File: config.mk
export PLATFORM = sky130hd
export DESIGN_NAME = haptic_drive_and_adc_control
export DESIGN_NICKNAME = d
export VERILOG_FILES = /design/src/haptic_adc_pkg.sv /design/src/haptic_drive_and_adc_control.sv
export SDC_FILE = /design/constraint.sdc
export NUM_CORES = 2
export LEC_CHECK = 0
export BUFFER_PORTS_ARGS = -buffer_cell sky130_fd_sc_hd__buf_2
export CAP_MARGIN = 20
export CORE_MARGIN = 3
export CORE_UTILIZATION = 30
export CTS_CLUSTER_SIZE = 14
export DETAILED_ROUTE_END_ITERATION = 16
export PLACE_DENSITY = 0.46
export SLEW_MARGIN = 20
export SYNTH_ARGS = -nofsm -noshare
export SYNTH_HDL_FRONTEND = slang
export SYNTH_SLANG_ARGS = --single-unit
File: constraint.sdc
create_clock -name ref_clk -period 115.8 [get_ports ref_clk]
set_input_delay 23.16 -clock ref_clk [delete_from_list [all_inputs] [get_ports ref_clk]]
set_output_delay 23.16 -clock ref_clk [all_outputs]
set_load 0.03 [all_outputs]
File: src/haptic_adc_pkg.sv
package haptic_adc_pkg;
	localparam int          CLK_MHZ       = 200;
	// Register byte offsets.
	localparam logic [7:0]  OFS_CTRL      = 8'h00;
	localparam logic [7:0]  OFS_GUESS     = 8'h04;
	localparam logic [7:0]  OFS_BRAKE     = 8'h08;
	localparam logic [7:0]  OFS_ABRK      = 8'h0c;
	localparam logic [7:0]  OFS_DRIVE     = 8'h10;
	localparam logic [7:0]  OFS_ADC_CTRL  = 8'h14;
	localparam logic [7:0]  OFS_ADC_STAT  = 8'h18;
	localparam logic [7:0]  OFS_ADC_RES   = 8'h1c;
	localparam logic [7:0]  OFS_TRACK     = 8'h20;
	// Control register bits.
	localparam int          BIT_TYPE      = 0;
	localparam int          BIT_TRACK     = 1;
	localparam int          BIT_ALC       = 2;
	localparam int          BIT_RAM       = 3;
	localparam int          BIT_TRG       = 4;
	localparam int          BIT_POINTS    = 5;
	localparam int          BIT_DRIVE     = 6;
	localparam int          BIT_BRKAMP    = 7;
	localparam int          POS_SKIP      = 8;
	// Brake register fields, four bits each.
	localparam int          POS_BRK_GAIN  = 0;
	localparam int          POS_BRK_CYC   = 8;
	localparam int          POS_BRK_WDW   = 16;
	localparam int          POS_NRM_GAIN  = 20;
	localparam int          POS_NRM_WDW   = 24;
	// Autobrake register fields.
	localparam int          POS_AB_THR    = 0;
	localparam int          POS_AB_WDW    = 8;
	localparam int          POS_AB_CONS   = 16;
	// Drive register fields.
	localparam int          POS_AMP       = 0;
	localparam int          BIT_DIR       = 7;
	localparam int          POS_SCODE     = 8;
	localparam int          POS_SRPT      = 12;
	localparam int          POS_VFS       = 24;
	// Converter control and status fields.
	localparam int          POS_CHAN      = 0;
	localparam int          POS_AVG       = 4;
	localparam int          BIT_LAUNCH    = 8;
	localparam int          POS_RATIO     = 16;
	localparam int          BIT_DONE      = 0;
	localparam int          BIT_BUSY      = 1;
	localparam int          BIT_BADMON    = 2;
	localparam int          POS_FSMV      = 16;
	// Reset values.
	localparam logic [31:0] CTRL_RST      = 32'h0000_0002;
	localparam logic [31:0] GUESS_RST     = 32'h0000_0190;
	localparam logic [31:0] BRAKE_RST     = 32'h0210_0202;
	localparam logic [31:0] ABRK_RST      = 32'h0002_1010;
	localparam logic [31:0] DRIVE_RST     = 32'hff00_0000;
	localparam logic [31:0] ADC_CTRL_RST  = 32'h0000_0000;
	// Converter channels and full-scale values in millivolts.
	localparam logic [2:0]  CH_SUPPLY     = 3'h0;
	localparam logic [2:0]  CH_MONITOR    = 3'h1;
	localparam logic [2:0]  CH_CHARGER    = 3'h2;
	localparam logic [2:0]  CH_PUMP       = 3'h3;
	localparam logic [2:0]  CH_BOOST      = 3'h4;
	localparam logic [15:0] FS_LOW_MV     = 16'd5500;
	localparam logic [15:0] FS_MID_MV     = 16'd8250;
	localparam logic [15:0] FS_HIGH_MV    = 16'd21000;
	localparam logic [1:0]  RATIO_UNITY   = 2'h0;
	// Resonance limits: frequency figures and cycles per period; then the supply poll interval in microseconds and cycles.
	localparam int          SLOW_KHZ      = 200;
	localparam int          FAST_KHZ      = 800;
	localparam int          INIT_KHZ      = 400;
	localparam int          FLOOR_HZ      = 100;
	localparam int          CEIL_HZ       = 1000;
	localparam int          CYC_SLOW      = CLK_MHZ * 1000 / SLOW_KHZ;
	localparam int          CYC_FAST      = CLK_MHZ * 1000 / FAST_KHZ;
	localparam int          CYC_INIT      = CLK_MHZ * 1000 / INIT_KHZ;
	localparam int          PER_MAX_CYC   = CLK_MHZ * 1000000 / FLOOR_HZ;
	localparam int          PER_MIN_CYC   = CLK_MHZ * 1000000 / CEIL_HZ;
	localparam int          POLL_US       = 100;
	localparam int          POLL_CYC      = POLL_US * CLK_MHZ;
	typedef enum logic [1:0] {ADC_IDLE, ADC_START, ADC_WAIT} adc_state_t;
endpackage

File: src/haptic_drive_and_adc_control.sv
// Our own choices: the Wishbone interface to the registers and the placing of the registers.
`timescale 1ns/1ps
module haptic_drive_and_adc_control
	import haptic_adc_pkg::*;
#(
	parameter int PER_MAX  = PER_MAX_CYC,
	parameter int PER_MIN  = PER_MIN_CYC,
	parameter int POLL_MAX = POLL_CYC
)(
	input  wire logic        ref_clk,
	input  wire logic        rst_n,
	input  wire logic        wb_cyc_i,
	input  wire logic        wb_stb_i,
	input  wire logic        wb_we_i,
	input  wire logic [7:0]  wb_adr_i,
	input  wire logic [3:0]  wb_sel_i,
	input  wire logic [31:0] wb_dat_i,
	output logic      [31:0] wb_dat_o,
	output logic             wb_ack_o,
	output logic             adcStart,
	output logic      [2:0]  adcChannel,
	input  wire logic        adcReady,
	input  wire logic [7:0]  adcData,
	input  wire logic        bemfValid,
	input  wire logic [7:0]  bemfData,
	output logic             drvP,
	output logic             drvN
);
	logic [31:0] ctrlQ, guessQ, brakeQ, abrkQ, driveQ, adcCtrlQ;
	logic        ackQ, req, wr;
	logic [1:0]  rdySync, vldSync;
	logic        rdyPrev, vldPrev, rdyEdge, bemfStrobe;
	logic [7:0]  adcD1, adcD2, bemfD1, bemfD2;
	adc_state_t  stateQ;
	logic        manualQ, doneQ, launchReq, doneClr, doneSet, pollPend;
	logic [7:0]  leftQ, avgQ, minQ, maxQ, supplyQ, avgNow;
	logic [14:0] sumQ, sumNext;
	logic [2:0]  chanQ;
	logic [31:0] pollCnt;
	logic [23:0] periodQ, loPer, hiPer, measPer;
	logic [23:0] halfCnt;
	logic [17:0] segCnt;
	logic [5:0]  idxQ;
	logic        halfEnd, prevSign, crossing, dirPrev;
	logic [3:0]  brakeLeft, gainEff, wdwEff;
	logic        brakeActive, driving, isLra;
	logic        brakeSample, pointHit, abStopQ;
	logic [7:0]  winLeft, lowCnt, lowNow;
	logic [3:0]  quietRun;
	logic [7:0]  target, duty, mag, pwmCnt;
	logic [15:0] dutyWide;
	logic        polPos;

	function automatic logic [31:0] merge(input logic [31:0] old, input logic [31:0] dat,
		input logic [3:0] sel);
		logic [31:0] res;
		res = old;
		for (int b = 0; b < 4; b++)
		begin
			if (sel[b])
				res[8*b +: 8] = dat[8*b +: 8];
		end
		return res;
	endfunction

	function automatic logic [23:0] clampPer(input logic [23:0] p, input logic [23:0] lo,
		input logic [23:0] hi);
		return (p < lo) ? lo : ((p > hi) ? hi : p);
	endfunction

	function automatic logic [7:0] sineAt(input logic [5:0] idx);
		logic [3:0] k;
		k = idx[4] ? ~idx[3:0] : idx[3:0];
		case (k)
			4'h0: return 8'h0d;
			4'h1: return 8'h25;
			4'h2: return 8'h3e;
			4'h3: return 8'h56;
			4'h4: return 8'h6d;
			4'h5: return 8'h83;
			4'h6: return 8'h98;
			4'h7: return 8'hab;
			4'h8: return 8'hbd;
			4'h9: return 8'hcd;
			4'ha: return 8'hdb;
			4'hb: return 8'he7;
			4'hc: return 8'hf0;
			4'hd: return 8'hf7;
			4'he: return 8'hfc;
			default: return 8'hff;
		endcase
	endfunction

	function automatic logic [15:0] fullScaleMv(input logic [2:0] ch);
		case (ch)
			CH_SUPPLY, CH_MONITOR: return FS_LOW_MV;
			CH_CHARGER, CH_PUMP:   return FS_MID_MV;
			CH_BOOST:              return FS_HIGH_MV;
			default:               return 16'h0000;
		endcase
	endfunction

	// Bus slave: one wait state, every access is acknowledged.
	assign req       = wb_cyc_i && wb_stb_i && !ackQ;
	assign wr        = req && wb_we_i;
	assign wb_ack_o  = ackQ;
	assign launchReq = wr && (wb_adr_i == OFS_ADC_CTRL) && wb_sel_i[1] && wb_dat_i[BIT_LAUNCH];
	assign doneClr   = wr && (wb_adr_i == OFS_ADC_STAT) && wb_sel_i[0] && wb_dat_i[BIT_DONE];

	always_ff @(posedge ref_clk or negedge rst_n)
	begin
		if (!rst_n)
		begin
			ackQ     <= 1'b0;
			wb_dat_o <= 32'h0000_0000;
		end
		else
		begin
			ackQ     <= req;
			wb_dat_o <= 32'h0000_0000;
			if (req && !wb_we_i)
			begin
				case (wb_adr_i)
					OFS_CTRL:     wb_dat_o <= {20'h00000, ctrlQ[11:0]};
					OFS_GUESS:    wb_dat_o <= {20'h00000, guessQ[11:0]};
					OFS_BRAKE:    wb_dat_o <= {4'h0, brakeQ[27:0]};
					OFS_ABRK:     wb_dat_o <= {12'h000, abrkQ[19:0]};
					OFS_DRIVE:    wb_dat_o <= {driveQ[31:24], 8'h00, driveQ[15:0]};
					OFS_ADC_CTRL: wb_dat_o <= {14'h0000, adcCtrlQ[17:16], 9'h000, adcCtrlQ[6:0]};
					// Full scale of the selected channel.
					// Monitor flag when the divider is not unity.
					OFS_ADC_STAT: wb_dat_o <= {fullScaleMv(adcCtrlQ[2:0]), 13'h0000,
						(adcCtrlQ[2:0] == CH_MONITOR) && (adcCtrlQ[17:16] != RATIO_UNITY),
						stateQ != ADC_IDLE, doneQ};
					OFS_ADC_RES:  wb_dat_o <= {supplyQ, maxQ, minQ, avgQ};
					OFS_TRACK:    wb_dat_o <= {4'h0, quietRun, abStopQ, brakeActive,
						periodQ[23:2]};
					default:      wb_dat_o <= 32'h0000_0000;
				endcase
			end
		end
	end

	always_ff @(posedge ref_clk or negedge rst_n)
	begin
		if (!rst_n)
		begin
			ctrlQ    <= CTRL_RST;
			guessQ   <= GUESS_RST;
			brakeQ   <= BRAKE_RST;
			abrkQ    <= ABRK_RST;
			driveQ   <= DRIVE_RST;
			adcCtrlQ <= ADC_CTRL_RST;
		end
		else if (wr)
		begin
			case (wb_adr_i)
				OFS_CTRL:     ctrlQ    <= merge(ctrlQ, wb_dat_i, wb_sel_i);
				OFS_GUESS:    guessQ   <= merge(guessQ, wb_dat_i, wb_sel_i);
				OFS_BRAKE:    brakeQ   <= merge(brakeQ, wb_dat_i, wb_sel_i);
				OFS_ABRK:     abrkQ    <= merge(abrkQ, wb_dat_i, wb_sel_i);
				OFS_DRIVE:    driveQ   <= merge(driveQ, wb_dat_i, wb_sel_i);
				OFS_ADC_CTRL: adcCtrlQ <= merge(adcCtrlQ, wb_dat_i, wb_sel_i);
				default:      ctrlQ    <= ctrlQ;
			endcase
		end
	end

	// Pins from the converter and sense amplifier come from another timing domain.
	always_ff @(posedge ref_clk or negedge rst_n)
	begin
		if (!rst_n)
		begin
			rdySync <= 2'h0;
			vldSync <= 2'h0;
			rdyPrev <= 1'b0;
			vldPrev <= 1'b0;
			adcD1   <= 8'h00;
			adcD2   <= 8'h00;
			bemfD1  <= 8'h00;
			bemfD2  <= 8'h00;
		end
		else
		begin
			rdySync <= {rdySync[0], adcReady};
			vldSync <= {vldSync[0], bemfValid};
			rdyPrev <= rdySync[1];
			vldPrev <= vldSync[1];
			adcD1   <= adcData;
			adcD2   <= adcD1;
			bemfD1  <= bemfData;
			bemfD2  <= bemfD1;
		end
	end
	assign rdyEdge    = rdySync[1] && !rdyPrev;
	assign bemfStrobe = vldSync[1] && !vldPrev;

	// Accumulate and divide by the power-of-two sample count.
	assign sumNext    = sumQ + {7'h00, adcD2};
	assign avgNow     = 8'(sumNext >> adcCtrlQ[POS_AVG +: 3]);
	assign adcStart   = (stateQ == ADC_START);
	assign adcChannel = chanQ;
	assign doneSet    = (stateQ == ADC_WAIT) && rdyEdge && (leftQ == 8'h00) && manualQ;

	always_ff @(posedge ref_clk or negedge rst_n)
	begin
		if (!rst_n)
		begin
			stateQ  <= ADC_IDLE;
			manualQ <= 1'b0;
			chanQ   <= CH_SUPPLY;
			leftQ   <= 8'h00;
			sumQ    <= 15'h0000;
			avgQ    <= 8'h00;
			minQ    <= 8'h00;
			maxQ    <= 8'h00;
			supplyQ <= 8'hff;
		end
		else
		begin
			case (stateQ)
				ADC_IDLE:
				begin
					sumQ  <= 15'h0000;
					leftQ <= 8'((16'h0001 << adcCtrlQ[POS_AVG +: 3]) - 16'h0001);
					// Manual launch on the selected channel.
					if (launchReq)
					begin
						manualQ <= 1'b1;
						chanQ   <= adcCtrlQ[POS_CHAN +: 3];
						// An empty sum cannot mark the first sample, since a zero sample keeps it empty.
						minQ    <= 8'hff;
						maxQ    <= 8'h00;
						stateQ  <= ADC_START;
					end
					else if (pollPend)
					begin
						manualQ <= 1'b0;
						chanQ   <= CH_SUPPLY;
						stateQ  <= ADC_START;
					end
				end
				ADC_START:
					stateQ <= ADC_WAIT;
				ADC_WAIT:
				begin
					if (rdyEdge)
					begin
						sumQ  <= sumNext;
						leftQ <= leftQ - 8'h01;
						// Running minimum and maximum for the report.
						if (manualQ)
						begin
							minQ <= (adcD2 < minQ) ? adcD2 : minQ;
							maxQ <= (adcD2 > maxQ) ? adcD2 : maxQ;
						end
						stateQ <= (leftQ == 8'h00) ? ADC_IDLE : ADC_START;
						if (leftQ == 8'h00 && manualQ)
							avgQ <= avgNow;
						if (leftQ == 8'h00 && !manualQ)
							supplyQ <= avgNow;
					end
				end
				default:
					stateQ <= ADC_IDLE;
			endcase
		end
	end

	// A launch while busy is dropped, not queued.
	// Set wins over a clear in the same cycle.
	always_ff @(posedge ref_clk or negedge rst_n)
	begin
		if (!rst_n)
			doneQ <= 1'b0;
		else if (doneSet)
			doneQ <= 1'b1;
		else if (doneClr)
			doneQ <= 1'b0;
	end

	// Supply is polled only while compensation and drive are on.
	always_ff @(posedge ref_clk or negedge rst_n)
	begin
		if (!rst_n)
		begin
			pollCnt  <= 32'h0000_0000;
			pollPend <= 1'b0;
		end
		else
		begin
			pollCnt <= (ctrlQ[BIT_ALC] && driving && pollCnt < POLL_MAX - 1) ?
				pollCnt + 32'h0000_0001 : 32'h0000_0000;
			if (ctrlQ[BIT_ALC] && driving && pollCnt == POLL_MAX - 1)
				pollPend <= 1'b1;
			else if (stateQ == ADC_IDLE && !launchReq)
				pollPend <= 1'b0;
		end
	end

	// Type select picks the waveform below.
	assign isLra   = ctrlQ[BIT_TYPE];
	assign driving = ctrlQ[BIT_DRIVE] && !abStopQ;
	// Slowest period from guess and floor frequency.
	assign hiPer   = (24'(guessQ[11:0] * CYC_SLOW) < 24'(PER_MAX)) ?
		24'(guessQ[11:0] * CYC_SLOW) : 24'(PER_MAX);
	// Fastest period from guess and ceiling frequency.
	assign loPer   = (24'(guessQ[11:0] * CYC_FAST) > 24'(PER_MIN)) ?
		24'(guessQ[11:0] * CYC_FAST) : 24'(PER_MIN);
	assign halfEnd = (segCnt == 18'h00000) && (idxQ[4:0] == 5'h1f);
	assign crossing = bemfStrobe && (bemfD2[7] != prevSign);
	assign measPer  = 24'({halfCnt, 1'b0});
	// Brake settings override during brake half cycles.
	assign brakeActive = (brakeLeft != 4'h0);
	assign gainEff  = brakeActive ? brakeQ[POS_BRK_GAIN +: 4] : brakeQ[POS_NRM_GAIN +: 4];
	assign wdwEff   = brakeActive ? brakeQ[POS_BRK_WDW +: 4] : brakeQ[POS_NRM_WDW +: 4];

	always_ff @(posedge ref_clk or negedge rst_n)
	begin
		if (!rst_n)
		begin
			periodQ   <= 24'h000000;
			segCnt    <= 18'h00000;
			idxQ      <= 6'h00;
			halfCnt   <= 24'h000000;
			prevSign  <= 1'b0;
			dirPrev   <= 1'b0;
			brakeLeft <= 4'h0;
		end
		else
		begin
			segCnt  <= (segCnt == 18'h00000) ? periodQ[23:6] : segCnt - 18'h00001;
			idxQ    <= (segCnt == 18'h00000) ? idxQ + 6'h01 : idxQ;
			dirPrev <= driveQ[BIT_DIR];
			if (driveQ[BIT_DIR] != dirPrev)
				brakeLeft <= brakeQ[POS_BRK_CYC +: 4];
			else if (halfEnd && brakeActive)
				brakeLeft <= brakeLeft - 4'h1;
			if (bemfStrobe)
				prevSign <= bemfD2[7];
			halfCnt <= crossing ? 24'h000000 : halfCnt + 24'h000001;
			// Crossings outside the blanking window steer the period.
			if (!(ctrlQ[BIT_TRACK] && isLra && driving))
				periodQ <= clampPer(24'(guessQ[11:0] * CYC_INIT), loPer, hiPer);
			else if (crossing && idxQ[4:0] >= {1'b0, wdwEff})
				periodQ <= clampPer(24'($signed({1'b0, periodQ}) +
					($signed({1'b0, measPer} - {1'b0, periodQ}) >>> gainEff)), loPer, hiPer);
			else
				periodQ <= clampPer(periodQ, loPer, hiPer);
		end
	end

	// Brake sample or triggered brake amplitude arms measuring.
	assign brakeSample = isLra && ((ctrlQ[BIT_RAM] && driveQ[POS_SCODE +: 2] == 2'h0 &&
		driveQ[POS_SRPT +: 4] == 4'h0) || (ctrlQ[BIT_TRG] && ctrlQ[BIT_BRKAMP]));
	// Two points on the peaks or four on the quarter points.
	assign pointHit = (segCnt == 18'h00000) &&
		(ctrlQ[BIT_POINTS] ? (idxQ[3:0] == 4'h7) : (idxQ[4:0] == 5'h0f));
	assign lowNow   = (((bemfD2[7] ? 8'(-bemfD2) : bemfD2) < abrkQ[POS_AB_THR +: 8])) ?
		8'h01 : 8'h00;

	always_ff @(posedge ref_clk or negedge rst_n)
	begin
		if (!rst_n)
		begin
			winLeft  <= 8'h00;
			lowCnt   <= 8'h00;
			quietRun <= 4'h0;
			abStopQ  <= 1'b0;
		end
		else if (!brakeSample || !ctrlQ[BIT_DRIVE])
		begin
			winLeft  <= 8'h00;
			lowCnt   <= 8'h00;
			quietRun <= 4'h0;
			abStopQ  <= 1'b0;
		end
		else if (pointHit && winLeft == 8'h00)
		begin
			winLeft <= abrkQ[POS_AB_WDW +: 8];
			lowCnt  <= 8'h00;
		end
		else if (bemfStrobe && winLeft != 8'h00)
		begin
			winLeft <= winLeft - 8'h01;
			lowCnt  <= lowCnt + lowNow;
			// Quiet point needs more than half the window low.
			if (winLeft == 8'h01)
			begin
				if (lowCnt + lowNow > {1'b0, abrkQ[POS_AB_WDW + 1 +: 7]})
				begin
					quietRun <= quietRun + 4'h1;
					if (quietRun + 4'h1 >= abrkQ[POS_AB_CONS +: 4])
						abStopQ <= 1'b1;
				end
				else
					quietRun <= 4'h0;
			end
		end
	end

	// Compensation scales the target level by the measured supply.
	assign target   = 8'((16'(driveQ[POS_AMP +: 7]) * 16'(driveQ[POS_VFS +: 8])) >> 7);
	assign dutyWide = (supplyQ == 8'h00) ? 16'h00ff : (16'(target) * 16'h00ff) / 16'(supplyQ);
	assign duty     = ctrlQ[BIT_ALC] ? ((dutyWide > 16'h00ff) ? 8'hff : dutyWide[7:0]) :
		{driveQ[POS_AMP +: 7], 1'b0};
	// Linear mode shapes the level by the sine table.
	assign mag      = isLra ? 8'((16'(duty) * 16'(sineAt(idxQ))) >> 8) : duty;
	// Rotating-mass direction follows the direction bit.
	assign polPos   = isLra ? (idxQ[5] == driveQ[BIT_DIR]) : !driveQ[BIT_DIR];

	always_ff @(posedge ref_clk or negedge rst_n)
	begin
		if (!rst_n)
		begin
			pwmCnt <= 8'h00;
			drvP   <= 1'b0;
			drvN   <= 1'b0;
		end
		else
		begin
			pwmCnt <= pwmCnt + 8'h01;
			// Bridge legs switch with the chosen waveform.
			drvP   <= driving && polPos && (pwmCnt < mag);
			drvN   <= driving && !polPos && (pwmCnt < mag);
		end
	end
endmodule

After elaboration in Yosys (flattened, before gate mapping)
Memories as Yosys holds them, arrays and structs flattened.
Index checks and enable logic that the tools add are counted.
{"block": "word_totals", "output_inout_bits": 39, "rom_bits": 128, "mem_count": 1, "wordCells": 302, "inputBits": 67, "regBits": 380}
{"name": "(name not given)", "depth": 16, "word_bits": 8, "read_ports": 1, "rd_clocked_by_memory_dff": 0, "wr": 0, "line": "haptic_drive_and_adc_control.sv:74", "source": "case (k)"}
{"block": "op_classes", "eq_ne": 30, "order_cmp": 17, "addsub": 15, "n_reduce_logical": 103, "div_mod_pow": 1, "mul": 6, "bitwise_logic": 1, "shift": 3, "n_mux": 73}
{"operator": "one-hot mux 32 bit (9 select lines)", "n": 1}
{"operator": "2-to-1 mux 24 bit", "n": 7}
{"operator": "2-to-1 mux 8 bit", "n": 19}
{"operator": "2-to-1 mux 22 bit", "n": 3}
{"operator": "2-to-1 mux 32 bit", "n": 2}
{"operator": "multiplier 12 x 7 -> 19 bit, second input constant", "n": 3}
{"operator": "AND reduction 3 bit", "n": 19}
{"operator": "greater-than comparator 24 x 22 -> 1 bit", "n": 2}
{"operator": "< comparator 24 x 20 -> 1 bit", "n": 2}
{"operator": "one-hot mux 8 bit (2 select lines)", "n": 3}
{"operator": "one-hot mux 15 bit (3 select lines)", "n": 1}
{"operator": "logical AND 1 bit", "n": 40}
{"operator": "2-to-1 mux 4 bit", "n": 10}
{"operator": "adder 32 x 1 -> 32 bit, second input constant", "n": 1}
{"operator": "equality test 32 x 15 -> 1 bit, second input constant", "n": 1}
{"operator": "equality test 8 x 5 -> 1 bit, second input constant", "n": 4}
{"operator": "logical NOT 8 bit", "n": 4}
{"operator": "< comparator 32 x 15 -> 1 bit, second input constant", "n": 1}
{"operator": "one-hot mux 15 bit (2 select lines)", "n": 1}
{"operator": ">>> shifter 25 x 4 -> 24 bit", "n": 1}
{"operator": "subtractor 24 x 24 -> 25 bit", "n": 1}
{"operator": "adder 24 x 1 -> 24 bit, second input constant", "n": 1}
{"operator": "adder 24 bit", "n": 1}
{"operator": "< comparator 8 bit", "n": 3}
{"operator": "other kinds (64)", "n": 118}

Logic depth before layout (Yosys ltp)
{"block": "depth", "word_depth": 11, "mapped_depth": 226, "depth_no_buf": 220}

Worst setup path after synthesis
Ideal clock, no wire load.
{"block": "synth_timing", "path_type": "register -> register", "from": "register driveQ[3]", "to": "register drvP", "setup_slack_ns": 74.610, "required_ns": 115.723, "arrival_ns": 41.112, "n_path_buf": 8, "period_less_slack_ns": 41.190, "setup_time_ns": 0.077, "path_stages_with_launch": 212, "path_cell_list": "dfrtp_1 > clkbuf_1 > and2_1 > fa_1 > inv_1 > fa_1 > inv_1 > fa_1 > fa_1 > ha_1 > a21oi_1 > inv_1 > a21oi_1 > inv_1 > a21oi_1 > inv_1 > a21oi_1 > inv_1 > (+176 left out) > fa_1 > inv_1 > fa_1 > inv_1 > ha_1 > o21ai_0 > nand2b_1 > inv_1 > a31oi_1 > a211o_1 > a211o_1 > a31oi_1 > ha_1 > a21oi_1 > nor2b_1 > o21ai_0 > nand3_1 > a21oi_1"}
{"block": "synth_via", "elab_chain_len": 11}
{"item": "start, declared", "line": "haptic_drive_and_adc_control.sv:29", "source": "logic [31:0] ctrlQ, guessQ, brakeQ, abrkQ, driveQ, adcCtrlQ;"}
{"item": "start signal, assigned", "line": "haptic_drive_and_adc_control.sv:162", "source": "OFS_DRIVE: driveQ <= merge(driveQ, wb_dat_i, wb_sel_i);"}
{"item": "multiplier 7 x 8 -> 15 bit", "line": "haptic_drive_and_adc_control.sv:403", "source": "assign target = 8'((16'(driveQ[POS_AMP +: 7]) * 16'(driveQ[POS_VFS +: 8])) >> 7);"}
{"item": "multiplier 8 x 8 -> 16 bit", "line": "haptic_drive_and_adc_control.sv:404", "source": "assign dutyWide = (supplyQ == 8'h00) ? 16'h00ff : (16'(target) * 16'h00ff) / 16'(supplyQ);"}
{"item": "divider 16 x 8 -> 16 bit", "line": "haptic_drive_and_adc_control.sv:404"}
{"item": "2-to-1 mux 16 bit", "line": "haptic_drive_and_adc_control.sv:404"}
{"item": "greater-than comparator 16 x 8 -> 1 bit", "line": "haptic_drive_and_adc_control.sv:405", "source": "assign duty = ctrlQ[BIT_ALC] ? ((dutyWide > 16'h00ff) ? 8'hff : dutyWide[7:0]) :"}
{"item": "2-to-1 mux 8 bit", "line": "haptic_drive_and_adc_control.sv:405"}
{"item": "2-to-1 mux 8 bit (*)", "line": "haptic_drive_and_adc_control.sv:405"}
{"item": "multiplier 8 x 8 -> 16 bit", "line": "haptic_drive_and_adc_control.sv:408", "source": "assign mag = isLra ? 8'((16'(duty) * 16'(sineAt(idxQ))) >> 8) : duty;"}
{"item": "2-to-1 mux 8 bit (*)", "line": "haptic_drive_and_adc_control.sv:408"}
{"item": "< comparator 8 bit (*)", "line": "haptic_drive_and_adc_control.sv:424", "source": "drvP <= driving && polPos && (pwmCnt < mag);"}
{"item": "logical AND 1 bit (*)", "line": "haptic_drive_and_adc_control.sv:424"}
{"item": "end signal, assigned", "line": "haptic_drive_and_adc_control.sv:424"}
{"item": "end, declared", "line": "haptic_drive_and_adc_control.sv:26", "source": "output logic drvP,"}
Mark *: on every way between the ends. The rest lies on a longest branch, timed or not.
A chain may end at the register's enable or synchronous reset.

Worst setup path after layout
Ends and elaborated chain as after synthesis.

==> results_dict.tcl <==
set metrics [dict create \
    initial_core_util 0.3033 \
    wirelength_um 122100 \
    setup_tns_ps 0 \
    dp_hpwl_um 96100 \
    clock_skew_ps 42.10 \
    yosys_warnings 0 \
    ys.flop_type "dfrtp_1" \
    grt_use_total 0.1896 \
    fillers 12820 \
    clock_latency_ps 640 \
    end_kind "register" \
    place_congestion 0.8884 \
    ant_nets 0 \
    crit_start "driveQ[3]$_DFFE_PN0P_" \
    crit_buf_inv 21 \
    antenna_found_initial 7 \
    holdBufCountCts 0 \
    ios 106 \
    drt_iter0_drc 2223 \
    post-route-util 0.3379 \
    netlist_area_um2 37120 \
    grt_pass1_vias 30660 \
    start_kind "register" \
    netlist-cell-type-count 109 \
    ys_ff_latch 379 \
    clockBufferDepth 3 \
    path_clk_slew_ps 70 \
    critical_path_depth 205 \
    placed_area_um2 39670 \
    required_ps 116350 \
    fp.coreArea_um2 122400 \
    final_cell_area_um2 41340 \
    dp_slack_ps 68810 \
    rsz0062_at_grt "no" \
    setup_viol 0 \
    critPathKind "reg -> reg" \
    ff2ff_setup_slack_ps 68270 \
    worst_path_largest_cell_delay_ps 810 \
    fp.dieH_um 357.7 \
    drt-vias-per-instance 5.251 \
    cts_resized 0 \
    clockRootBuffer "clkbuf_16" \
    drive_gt1_frac 0.1076 \
    layout.nets 4975 \
    die_w_um 357.7 \
    post-route-min-period_ps 47530 \
    grt_overflow 0 \
    crit_top_cell "a21oi_1" \
    route.detailed.wl_per_inst_um 20.46 \
    relSlewSlack 0.2633 \
    vias 31360 \
    final_common_cell "ha_1" \
    r2r-start "driveQ[3]$_DFFE_PN0P_" \
    rows 128 \
    grt_max_degree 156 \
    cts_tree "done" \
    rr_worst_depth 205 \
    critPathArrivalTime_ps 48080 \
    synth-seq-area-share 0.2564 \
    async_flop_share 1.000 \
    fmax_ghz 0.02104 \
    dieArea_um2 128000 \
    post_cts_buffers 0 \
    cts_buffers 49 \
    cts.sinks 379 \
    r2r_end "drvP$_DFF_PN0_" \
    hold_class "reg -> reg" \
    worst_slew_pin_slew_ps 1105 \
    final_cell_mix "476 x ha_1, 374 x nor2_1, 357 x nand2_1, 352 x dfrtp_1, 325 x inv_1" \
    slowest_stage "nor3_2" \
    cts_max_level 2 \
    finalHoldViolations 0 \
    endpoint "drvP$_DFF_PN0_" \
    drtPass1Iterations 6 \
    drc 0 \
    area_growth_pct 11.38 \
    finalWorstSetupSlack_ps 68270 \
    max-cap-violations 0 \
    synth_cells 4202 \
    grt_pass1_wl_um 188000 \
    status "complete, no violations" \
    synth-edff-count 0 \
    finalCritPeriodShare 0.4105 \
    io_buffers 105 \
    cp_max_fo 15 \
    crit_family "compound AO/OA/AOI/OAI gates" \
    finalMaxSlewViolations 0 \
    synth_area_per_cell_um2 8.833 \
]
metrics by stage:
stage | hold slack [ps] | instances
6_report | 329.7 | 5971
3_5_place_dp | 335.6 | 5873
5_1_grt | 336.1 | 5965
3_3_place_gp | 332.7 | 5872
4_1_cts | 334.8 | 5965
2_1_floorplan | 331.2 | 4220
worst register-to-register path, delay by kind of cell, from the launching register on:
family	cells	cell delay, ps
AOI/OAI and AO/OA	93	20470
adders and majority gates	32	12430
and+or+nand+nor	54	10770
buffers and inverters	21	1580
muxes	4	1270
DFF	1	540
xor gates and xnor gates	1	500
worst min path at each step:
stage,from,end,cells after the start
after floorplan,adcD1[0]$_DFF_PN0_,adcD2[0]$_DFF_PN0_,0
after global placement,bemfD1[0]$_DFF_PN0_,bemfD2[0]$_DFF_PN0_,0
final,adcD1[7]$_DFF_PN0_,adcD2[7]$_DFF_PN0_,0
after global routing,adcD1[7]$_DFF_PN0_,adcD2[7]$_DFF_PN0_,0
after detailed placement,adcD1[7]$_DFF_PN0_,adcD2[7]$_DFF_PN0_,0
after CTS,adcD1[7]$_DFF_PN0_,adcD2[7]$_DFF_PN0_,0
final cells by class:
| cell class | instances | area (um2) | share of cell area |
|---|---|---|---|
| Antenna cell | 6 | 15.01 | 0.0003632 |
| Clock buffer | 73 | 1416 | 0.03426 |
| Clock inverter | 19 | 232.7 | 0.005629 |
| Inverter | 327 | 1227 | 0.02969 |
| Multi-Input combinational cell | 3392 | 26020 | 0.6293 |
| Sequential cell | 379 | 9518 | 0.2302 |
| Tap cell | 1625 | 2033 | 0.04918 |
| Timing Repair Buffer | 150 | 883.3 | 0.02137 |
metal layers:
layer	global-route usage	vias up	routed length, um
li1	-	15190	-
met1	0.2786	15220	59460
met2	0.2838	813	51470
met3	0.03636	138	8024
met4	0.04684	0	3187
met5	0	-	0
sequential cells by signal, indices dropped and copies added, names as in the netlist, 9 cells and up:
| register | cells |
|---|---|
| segCnt | 18 |
| brakeQ | 28 |
| abrkQ | 20 |
| adcCtrlQ | 9 |
| periodQ | 24 |
| driveQ | 24 |
| pollCnt | 32 |
| wb_dat_o | 32 |
| ctrlQ | 12 |
| halfCnt | 23 |
| sumQ | 15 |
| guessQ | 12 |
cells by family (layout without fill, tap and decap cells):
family                   after synthesis  after routing  synth area share
AO/OA/AOI/OAI                       1021           1021            0.1800
XOR/XNOR                             206            206           0.04861
adder cells (fa/ha/maj)              611            611            0.2327
buffers and inverters                449            569           0.04574
flip-flops                           379            379            0.2564
multiplexers                         226            226           0.06661
other                                  2             26         0.0002023
AND/OR/NAND/NOR                     1308           1308            0.1696
Yosys cell counts (all sizes together) (75+ instances only):
cell / n / share of area
o21ai: 275 / 0.037
nand2: 357 / 0.036
nor3: 98 / 0.014
and2: 75 / 0.013
ha: 476 / 0.16
inv: 326 / 0.033
a21oi: 249 / 0.034
clkbuf: 110 / 0.011
mux2i: 92 / 0.025
mux2: 132 / 0.040
a21o: 81 / 0.016
dfrtp: 352 / 0.24
nand3: 94 / 0.013
fa: 133 / 0.072
xnor2: 126 / 0.030
xor2: 80 / 0.019
nor2: 378 / 0.038
Power is left out: the tool's default activity adds up to more than one toggle a clock period on the data nets, which glitch-free logic cannot reach.
